<file path="config.mk">
export PLATFORM = sky130hd
export DESIGN_NAME = sow_top
export DESIGN_NICKNAME = d
export VERILOG_FILES = /design/src/sow_pkg.sv /design/src/sow_top.sv
export SDC_FILE = /design/constraint.sdc
export NUM_CORES = 1
export LEC_CHECK = 0
export BUFFER_PORTS_ARGS = -buffer_cell sky130_fd_sc_hd__buf_4
export CORE_UTILIZATION = 35
export CTS_BUF_LIST = sky130_fd_sc_hd__clkbuf_2
export DETAILED_ROUTE_END_ITERATION = 7
export GPL_TIMING_DRIVEN = 0
export PLACE_DENSITY = 0.6
export SLEW_MARGIN = 15
export SYNTH_ARGS = -nofsm -noshare
export SYNTH_HDL_FRONTEND = slang
export SYNTH_SLANG_ARGS = --single-unit
</file>
<file path="constraint.sdc">
create_clock -name mclk -period 2.4 [get_ports mclk]
set_input_delay 0.24 -clock mclk [delete_from_list [all_inputs] [get_ports mclk]]
set_output_delay 0.24 -clock mclk [all_outputs]
set_load 0.02 [all_outputs]
</file>
<file path="src/sow_pkg.sv">
// Register map and constants of the sensor output and watermark block
package sow_pkg;

   // ----------------------------------------------------------------
   // Register offsets
   // ----------------------------------------------------------------
   localparam logic [7:0] ADDR_QUEUE_STATUS      = 8'h39;
   localparam logic [7:0] ADDR_ACCEL_X_HIGH      = 8'h3B;
   localparam logic [7:0] ADDR_ACCEL_X_LOW       = 8'h3C;
   localparam logic [7:0] ADDR_ACCEL_Y_HIGH      = 8'h3D;
   localparam logic [7:0] ADDR_ACCEL_Y_LOW       = 8'h3E;
   localparam logic [7:0] ADDR_ACCEL_Z_HIGH      = 8'h3F;
   localparam logic [7:0] ADDR_ACCEL_Z_LOW       = 8'h40;
   localparam logic [7:0] ADDR_TEMPERATURE_HIGH  = 8'h41;
   localparam logic [7:0] ADDR_TEMPERATURE_LOW   = 8'h42;
   localparam logic [7:0] ADDR_RATE_X_HIGH       = 8'h43;
   localparam logic [7:0] ADDR_RATE_X_LOW        = 8'h44;
   localparam logic [7:0] ADDR_RATE_Y_HIGH       = 8'h45;
   localparam logic [7:0] ADDR_RATE_Y_LOW        = 8'h46;
   localparam logic [7:0] ADDR_RATE_Z_HIGH       = 8'h47;
   localparam logic [7:0] ADDR_RATE_Z_LOW        = 8'h48;
   localparam logic [7:0] ADDR_RATE_X_TEST_CODE  = 8'h50;
   localparam logic [7:0] ADDR_RATE_Y_TEST_CODE  = 8'h51;
   localparam logic [7:0] ADDR_RATE_Z_TEST_CODE  = 8'h52;
   localparam logic [7:0] ADDR_THRESHOLD_UPPER   = 8'h60;
   localparam logic [7:0] ADDR_THRESHOLD_LOWER   = 8'h61;
   localparam logic [7:0] ADDR_DATAPATH_RESET    = 8'h68;

   // ----------------------------------------------------------------
   // Field positions and widths
   // ----------------------------------------------------------------
   localparam int QUEUE_FLAG_BIT    = 6;
   localparam int ACCEL_RESET_BIT   = 1;
   localparam int TEMP_RESET_BIT    = 0;
   localparam int THRESHOLD_WIDTH   = 10;
   localparam int RESULT_WIDTH      = 16;
   localparam int COUNT_WIDTH       = 16;

   // ----------------------------------------------------------------
   // Reset values
   // ----------------------------------------------------------------
   localparam logic [9:0]  THRESHOLD_RESET      = 10'h000;
   localparam logic [1:0]  DATAPATH_RESET_RESET = 2'h0;
   localparam logic [15:0] RESULT_RESET         = 16'h0000;

   // ----------------------------------------------------------------
   // Scaling and timing
   // ----------------------------------------------------------------
   localparam int RATE_COUNTS_PER_DPS = 131;
   localparam int CLK_PERIOD_NS       = 100;
   localparam int PULSE_WIDTH_NS      = 50000;
   localparam int PULSE_CYCLES        = PULSE_WIDTH_NS / CLK_PERIOD_NS;

endpackage : sow_pkg

</file>
<file path="src/sow_top.sv">
// Sensor result readout, factory test codes and queue watermark logic

`timescale 1ns/100ps

module sow_top
#(
   parameter logic [7:0] RATE_X_CODE_INIT = 8'h00, // Arbitrary value
   parameter logic [7:0] RATE_Y_CODE_INIT = 8'h00, // Arbitrary value
   parameter logic [7:0] RATE_Z_CODE_INIT = 8'h00  // Arbitrary value
)
(
   input  wire logic                                mclk,
   input  wire logic                                rst,
   input  wire logic [7:0]                          reg_addr,
   input  wire logic                                reg_wr,
   input  wire logic                                reg_rd,
   input  wire logic [7:0]                          reg_wdata,
   output logic      [7:0]                          reg_rdata,
   input  wire logic                                fifo_data_read,
   input  wire logic                                fifo_burst_active,
   input  wire logic [sow_pkg::COUNT_WIDTH-1:0]     fifo_count,
   input  wire logic                                latch_mode,
   input  wire logic                                full_conditioning_reset,
   input  wire logic [1:0]                          rate_full_scale_select,
   input  wire logic                                sample_strobe,
   input  wire logic signed [sow_pkg::RESULT_WIDTH-1:0] accel_x_sample,
   input  wire logic signed [sow_pkg::RESULT_WIDTH-1:0] accel_y_sample,
   input  wire logic signed [sow_pkg::RESULT_WIDTH-1:0] accel_z_sample,
   input  wire logic signed [sow_pkg::RESULT_WIDTH-1:0] temperature_sample,
   input  wire logic signed [sow_pkg::RESULT_WIDTH-1:0] rate_x_sample,
   input  wire logic signed [sow_pkg::RESULT_WIDTH-1:0] rate_y_sample,
   input  wire logic signed [sow_pkg::RESULT_WIDTH-1:0] rate_z_sample,
   output logic                                     int_out,
   output logic                                     queue_level_flag,
   output logic                                     accel_path_reset,
   output logic                                     temp_path_reset,
   output logic                                     rate_path_reset
);
   import sow_pkg::*;

   // ----------------------------------------------------------------
   // Declarations
   // ----------------------------------------------------------------
   logic signed [RESULT_WIDTH-1:0]  accel_x_result;
   logic signed [RESULT_WIDTH-1:0]  accel_y_result;
   logic signed [RESULT_WIDTH-1:0]  accel_z_result;
   logic signed [RESULT_WIDTH-1:0]  temperature_result;
   logic signed [RESULT_WIDTH-1:0]  rate_x_result;
   logic signed [RESULT_WIDTH-1:0]  rate_y_result;
   logic signed [RESULT_WIDTH-1:0]  rate_z_result;
   logic signed [RESULT_WIDTH-1:0]  rate_x_scaled;
   logic signed [RESULT_WIDTH-1:0]  rate_y_scaled;
   logic signed [RESULT_WIDTH-1:0]  rate_z_scaled;
   logic        [7:0]               rate_x_test_code;
   logic        [7:0]               rate_y_test_code;
   logic        [7:0]               rate_z_test_code;
   logic        [THRESHOLD_WIDTH-1:0] queue_level_threshold;
   logic        [1:0]               datapath_reset_bits;
   logic                            burst_read_seen;
   logic                            threshold_enabled;
   logic                            level_reached;
   logic                            watermark_set;
   logic                            first_burst_read;
   logic                            next_queue_level_flag;
   logic        [8:0]               pulse_count;
   logic                            write_path_reset;
   logic        [7:0]               next_reg_rdata;

   localparam logic [8:0] PULSE_LOAD = 9'(PULSE_CYCLES - 1);

   // ----------------------------------------------------------------
   // Result capture
   // ----------------------------------------------------------------

   // rate scaling
   // Finest range is the raw count; coarser ranges shift it down
   assign rate_x_scaled = rate_x_sample >>> rate_full_scale_select;
   assign rate_y_scaled = rate_y_sample >>> rate_full_scale_select;
   assign rate_z_scaled = rate_z_sample >>> rate_full_scale_select;

   // paired byte update
   // All seven words load on one edge, so a multi-byte read that
   // falls between two strobes sees one coherent sample.
   // clears sensor outputs
   always_ff @(posedge mclk)
   begin
      if (rst || full_conditioning_reset)
      begin
         accel_x_result     <= RESULT_RESET;
         accel_y_result     <= RESULT_RESET;
         accel_z_result     <= RESULT_RESET;
         temperature_result <= RESULT_RESET;
         rate_x_result      <= RESULT_RESET;
         rate_y_result      <= RESULT_RESET;
         rate_z_result      <= RESULT_RESET;
      end
      else if (sample_strobe)
      begin
         accel_x_result     <= accel_x_sample;
         accel_y_result     <= accel_y_sample;
         accel_z_result     <= accel_z_sample;
         temperature_result <= temperature_sample;
         rate_x_result      <= rate_x_scaled;
         rate_y_result      <= rate_y_scaled;
         rate_z_result      <= rate_z_scaled;
      end
   end

   // ----------------------------------------------------------------
   // Writable registers
   // ----------------------------------------------------------------

   // factory test codes
   // Loaded from parameters at reset, then freely rewritable
   always_ff @(posedge mclk)
   begin
      if (rst)
      begin
         rate_x_test_code <= RATE_X_CODE_INIT;
         rate_y_test_code <= RATE_Y_CODE_INIT;
         rate_z_test_code <= RATE_Z_CODE_INIT;
      end
      else if (reg_wr)
      begin
         if (reg_addr == ADDR_RATE_X_TEST_CODE)
            rate_x_test_code <= reg_wdata;
         if (reg_addr == ADDR_RATE_Y_TEST_CODE)
            rate_y_test_code <= reg_wdata;
         if (reg_addr == ADDR_RATE_Z_TEST_CODE)
            rate_z_test_code <= reg_wdata;
      end
   end

   // resets to zero
   // Upper register keeps only two bits; the rest is dropped
   always_ff @(posedge mclk)
   begin
      if (rst)
         queue_level_threshold <= THRESHOLD_RESET;
      else if (reg_wr && reg_addr == ADDR_THRESHOLD_UPPER)
         queue_level_threshold[9:8] <= reg_wdata[1:0];
      else if (reg_wr && reg_addr == ADDR_THRESHOLD_LOWER)
         queue_level_threshold[7:0] <= reg_wdata;
   end

   // reserved bits not stored
   // Only the two reset bits are held; they read back as written
   always_ff @(posedge mclk)
   begin
      if (rst)
         datapath_reset_bits <= DATAPATH_RESET_RESET;
      else if (write_path_reset)
         datapath_reset_bits <= reg_wdata[1:0];
   end

   assign write_path_reset = reg_wr && (reg_addr == ADDR_DATAPATH_RESET);

   // ----------------------------------------------------------------
   // Signal path resets
   // ----------------------------------------------------------------

   // full reset hits every path
   // One-cycle pulses; results are left alone by the per-path reset
   always_ff @(posedge mclk)
   begin
      if (rst)
      begin
         accel_path_reset <= 1'b0;
         temp_path_reset  <= 1'b0;
         rate_path_reset  <= 1'b0;
      end
      else
      begin
         accel_path_reset <= full_conditioning_reset ||
                             (write_path_reset &&
                              reg_wdata[ACCEL_RESET_BIT]);
         temp_path_reset  <= full_conditioning_reset ||
                             (write_path_reset &&
                              reg_wdata[TEMP_RESET_BIT]);
         rate_path_reset  <= full_conditioning_reset;
      end
   end

   // ----------------------------------------------------------------
   // Watermark detection
   // ----------------------------------------------------------------

   assign threshold_enabled = (queue_level_threshold != THRESHOLD_RESET);

   assign level_reached =
      (fifo_count >= {{(COUNT_WIDTH-THRESHOLD_WIDTH){1'b0}},
                      queue_level_threshold});

   // re-arms after the burst
   // Blocking the set until the burst ends is what delays the
   // re-assertion to the end of the host read.
   assign watermark_set = threshold_enabled && level_reached &&
                          !fifo_burst_active && !queue_level_flag;

   // burst tracking
   // Remembers that this burst already had its first data read
   always_ff @(posedge mclk)
   begin
      if (rst)
         burst_read_seen <= 1'b0;
      else if (!fifo_burst_active)
         burst_read_seen <= 1'b0;
      else if (fifo_data_read)
         burst_read_seen <= 1'b1;
   end

   assign first_burst_read = fifo_data_read && !burst_read_seen;

   // cleared by data read
   // Set wins over clear so a fresh event is never dropped
   always_comb
   begin
      if (watermark_set)
         next_queue_level_flag = 1'b1;
      else if (first_burst_read)
         next_queue_level_flag = 1'b0;
      else
         next_queue_level_flag = queue_level_flag;
   end

   // status read has no effect on flag
   always_ff @(posedge mclk)
   begin
      if (rst)
         queue_level_flag <= 1'b0;
      else
         queue_level_flag <= next_queue_level_flag;
   end

   // ----------------------------------------------------------------
   // Interrupt output
   // ----------------------------------------------------------------

   // pulse width counter
   // A data read does not cut a running pulse short
   always_ff @(posedge mclk)
   begin
      if (rst)
         pulse_count <= 9'h000;
      else if (watermark_set)
         pulse_count <= PULSE_LOAD;
      else if (pulse_count != 9'h000)
         pulse_count <= pulse_count - 9'h001;
   end

   // latch released with the flag
   // Latched output follows the flag on the same edge
   always_ff @(posedge mclk)
   begin
      if (rst)
         int_out <= 1'b0;
      else if (latch_mode)
         int_out <= next_queue_level_flag;
      else
         int_out <= watermark_set || (pulse_count != 9'h000);
   end

   // ----------------------------------------------------------------
   // Register read port
   // ----------------------------------------------------------------

   // status bit position
   // Unmapped addresses read as zero
   always_comb
   begin
      next_reg_rdata = 8'h00;
      case (reg_addr)
         ADDR_QUEUE_STATUS:
            next_reg_rdata[QUEUE_FLAG_BIT] = queue_level_flag;
         ADDR_ACCEL_X_HIGH:     next_reg_rdata = accel_x_result[15:8];
         ADDR_ACCEL_X_LOW:      next_reg_rdata = accel_x_result[7:0];
         ADDR_ACCEL_Y_HIGH:     next_reg_rdata = accel_y_result[15:8];
         ADDR_ACCEL_Y_LOW:      next_reg_rdata = accel_y_result[7:0];
         ADDR_ACCEL_Z_HIGH:     next_reg_rdata = accel_z_result[15:8];
         ADDR_ACCEL_Z_LOW:      next_reg_rdata = accel_z_result[7:0];
         ADDR_TEMPERATURE_HIGH: next_reg_rdata = temperature_result[15:8];
         ADDR_TEMPERATURE_LOW:  next_reg_rdata = temperature_result[7:0];
         ADDR_RATE_X_HIGH:      next_reg_rdata = rate_x_result[15:8];
         ADDR_RATE_X_LOW:       next_reg_rdata = rate_x_result[7:0];
         ADDR_RATE_Y_HIGH:      next_reg_rdata = rate_y_result[15:8];
         ADDR_RATE_Y_LOW:       next_reg_rdata = rate_y_result[7:0];
         ADDR_RATE_Z_HIGH:      next_reg_rdata = rate_z_result[15:8];
         ADDR_RATE_Z_LOW:       next_reg_rdata = rate_z_result[7:0];
         ADDR_RATE_X_TEST_CODE: next_reg_rdata = rate_x_test_code;
         ADDR_RATE_Y_TEST_CODE: next_reg_rdata = rate_y_test_code;
         ADDR_RATE_Z_TEST_CODE: next_reg_rdata = rate_z_test_code;
         ADDR_THRESHOLD_UPPER:
            next_reg_rdata[1:0] = queue_level_threshold[9:8];
         ADDR_THRESHOLD_LOWER:
            next_reg_rdata = queue_level_threshold[7:0];
         ADDR_DATAPATH_RESET:
            next_reg_rdata[1:0] = datapath_reset_bits;
         default:               next_reg_rdata = 8'h00;
      endcase
   end

   // Read data is held until the next read strobe
   always_ff @(posedge mclk)
   begin
      if (rst)
         reg_rdata <= 8'h00;
      else if (reg_rd)
         reg_rdata <= next_reg_rdata;
   end

endmodule // sow_top

</file>
==> summary.md <==
| Metric | Value |
|---|---|
| CTS H-tree depth | 4 |
| DRT iter0 DRCs | 609 |
| Chip width | 162 um |
| Vias in the first global route | 8292 |
| Vias/cell | 5.13 |
| Hold Startpoint | fifo_count[6] |
| Yosys top cell by area | dfxtp_1 |
| Post-synth top flop | dfxtp_1 |
| Yosys warnings | 0 |
| Syn nets | 1098 |
| Hold Path Stages | 6 |
| Footprint of the multi-input gates | 0.00515 mm2 |
| Root Driver | clkbuf_2 |
| Maximum fanout along the worst path | 10 |
| Critical path's slowest cell | dlygate4sd3_1 |
| Nets@finish | 1451 |
| DRT antenna net count | 0 |
| Pin count of the biggest net entering global routing | 17 |
| Critical path required time | 3190 ps |
| WS Path Type | primary input to register |
| DP Cell Count | 1421 |
| First-pass GRT wire length | 47500 um |
| Max incr delay on CP | 560 ps |
| IO Count | 168 |
| Endpoints failing setup | 0 |
| FF+latch area | 0.00342 mm2 |
| Number of buffers added on ports | 160 |
| Starting Density | 35.5% |
| Pwr Density | 486 mW/mm2 |
| R2R Setup Slk | 360 ps |
| Slew @ Worst Pin | 970 ps |
| Unrepaired setup endpoints after global routing | false |
| Die Y | 162 um |
| Filler cell count | 2392 |
| FP Rows | 58 |
| Post-synth top cells | dfxtp_1, nor2_1, mux2i_1, nand2_1, mux4_2 |
| Worst ir drop on vdd | 265 uV |
| CP cell instances | dlygate4sd3_1, buf_2, inv_2, clkbuf_1, nand2_1, o22ai_1, a221o_1, nand3b_1, a32oi_1, dlygate4sd3_1 |
| GPL Wtd Cong | 0.947 |
| PnR worst setup slack | 69.1 ps |
| Synth top area share | 38.4% |
| Syn Area/Cell | 9.58 um2 |
| Bufs on Longest Clock Path | 2 |
| Layout cells sized above 1 | 22.0% |
| Mapped Area | 0.00892 mm2 |
| CP endpoint kind | register |
| Synth area leaders | dfxtp_1, mux2i_1, mux4_2 |
| Overall routing resource usage | 24.1% |
| Worst-path clk slew | 290 ps |
| Initial antenna violation count | 1 |
| Setup Skew | 47.1 ps |
| Drt drc | 0 |
| Drt total wl | 30900 um |
| Setup crit start kind | primary input |
| Routed via count | 8363 |
| Max frequency | 0.429 GHz |
| Setup Total Neg Slack | 0 ps |
| Sequential area share after synthesis | 38.4% |
| Layout area overhead | 40.2% |
| Gate Count Post-Synth | 931 |
| GRT Residual Overflow | 0 |
| Layout Cells excl Fill | 1631 |
| Reg-to-Reg Start | queue_level_threshold[9] |
| Worst EP arrival | 3120 ps |
| R2R Path End | pulse_count[7] |
| FF-to-FF path depth | 8 |
| Crit path time final | 2330 ps |
| Leak | 5.32 nW |
| Unique masters post-synth | 69 |
| WHS | 55.3 ps |
| Worst Setup SP | reg_addr[2] |
| Top-count cell post-synth | dfxtp_1 |
| Worst hold endpoint | pulse_count[3] |
| CTS tree | done |
| DR pass1 iterations | 5 |
| Max transition margin | 34.9% |
| Hold Path Class | primary input to register |
| DIE AREA | 0.0261 mm2 |
| Maximum Capacitance Violations | 0 |
| Core Area | 0.0251 mm2 |
| Ys async rst share | 0% |
| Worst path most repeated cell | dlygate4sd3_1 |
| CTS Sinks | 171 |
| Dpl cell area | 0.0105 mm2 |
| Worst skew pair latency | 810 ps |
| Post-synth EDFFs | 0 |
| Wire length per cell | 19.0 um |
| Cts bufs inserted | 17 |
| Register bit count reported by yosys | 171 |
| Run status | completed |
| Final period util | 97.1% |
| Final number of max-transition violations | 0 |
| Pre-CTS setup slack | -81.0 ps |
| Final hold violation count | 0 |
| Design area | 0.0125 mm2 |
| DP HPWL | 22700 um |
metrics by stage:
step / total power, mW / util [%]
6_report: 6.08 / 49.8
4_1_cts: 6.08 / 49.7
2_1_floorplan: 3.95 / -
3_3_place_gp: 4.42 / 42.0
3_5_place_dp: 4.43 / 42.0
5_1_grt: 6.37 / 49.8
power breakdown:
part	total (mW)	leakage (nW)	internal [mW]	switching (mW)
Sequential	3.09	1.39	2.99	0.102
Combinational	1.56	3.79	0.840	0.719
Clock	1.43	0.131	0.294	1.14
critical path, delay by kind of cell:
kind,cells,cell delay (ps)
AND/OR/NAND/NOR,2,420
buffers and inverters,5,1850
AO/OA/AOI/OAI,3,600
layer usage:
| metal | GRT usage [%] | vias to the layer above | part of all wire, % |
|---|---|---|---|
| met4 | 6.65 | 0 | 2.0 |
| met5 | 0 | - | 0 |
| met1 | 31.2 | 3984 | 44 |
| li1 | - | 4063 | - |
| met3 | 3.93 | 37 | 5.5 |
| met2 | 41.4 | 279 | 48 |
worst max path at each step:
stage                                end  cells after the start
after floorplan           pulse_count[6]                      8
after global placement      reg_rdata[0]                      9
after detailed placement    reg_rdata[0]                      9
after CTS                 pulse_count[7]                      8
after global routing        reg_rdata[4]                      9
final                       reg_rdata[4]                     10
cells by family after synthesis:
family                   count (synthesis)  share of synthesized area, %
flip-flops                             171                          38.4
AND/OR/NAND/NOR                        314                          16.5
AO/OA/AOI/OAI                          134                          10.2
adder cells (fa/ha/maj)                 12                          1.68
XOR/XNOR                                 7                         0.687
multiplexers                           209                          28.4
buffers and inverters                   84                          4.09
registers in the layout (all words and copies together) (netlist names):
signal / flops
accel_x_result: 16
accel_y_result: 16
accel_z_result: 16
rate_x_result: 16
rate_y_result: 16
rate_z_result: 16
temperature_result: 16
queue_level_threshold: 10
pulse_count: 9
rate_x_test_code: 8
rate_y_test_code: 8
rate_z_test_code: 8
reg_rdata: 8
datapath_reset_bits: 2
accel_path_reset: 1
burst_read_seen: 1
int_out: 1
queue_level_flag: 1
rate_path_reset: 1
temp_path_reset: 1
placed cells by master (no fill, tap or decap), drive strengths merged, types with 4 or more instances in the layout:
cell / n
mux2: 14
a22oi: 12
mux4: 34
a31oi: 6
a22o: 8
mux2i: 161
o211ai: 7
nor2b: 18
clkinv: 10
ha: 12
xnor2: 4
nand2b: 11
dlygate4sd3: 174
buf: 198
nand3: 14
nor3: 12
inv: 20
clkbuf: 47
a211o: 5
a211oi: 6
and3: 5
o21ai: 24
nor2: 171
o22ai: 4
a32oi: 6
diode: 4
nor4: 7
a21oi: 33
and2: 6
dfxtp: 171
nand2: 50
cell type report:
class,instances,share of cell area (%)
tap,330,3.30
sequential,171,27.4
clock buffer,17,0.680
antenna,4,0.0800
clock inverter,15,0.960
buffer,68,2.44
multi-input combinational,676,41.2
inverter,16,0.480
timing repair buffer,334,23.5
timing repair:
item / CTS / global route
gates resized for setup: 1 / 2
setup buffers: 0 / 0
hold buffers: 174 / 0
hold endpoints to repair: 168 / 0
setup endpoints to repair: 5 / 8
Note: power is estimated with default switching activity, not from simulation.
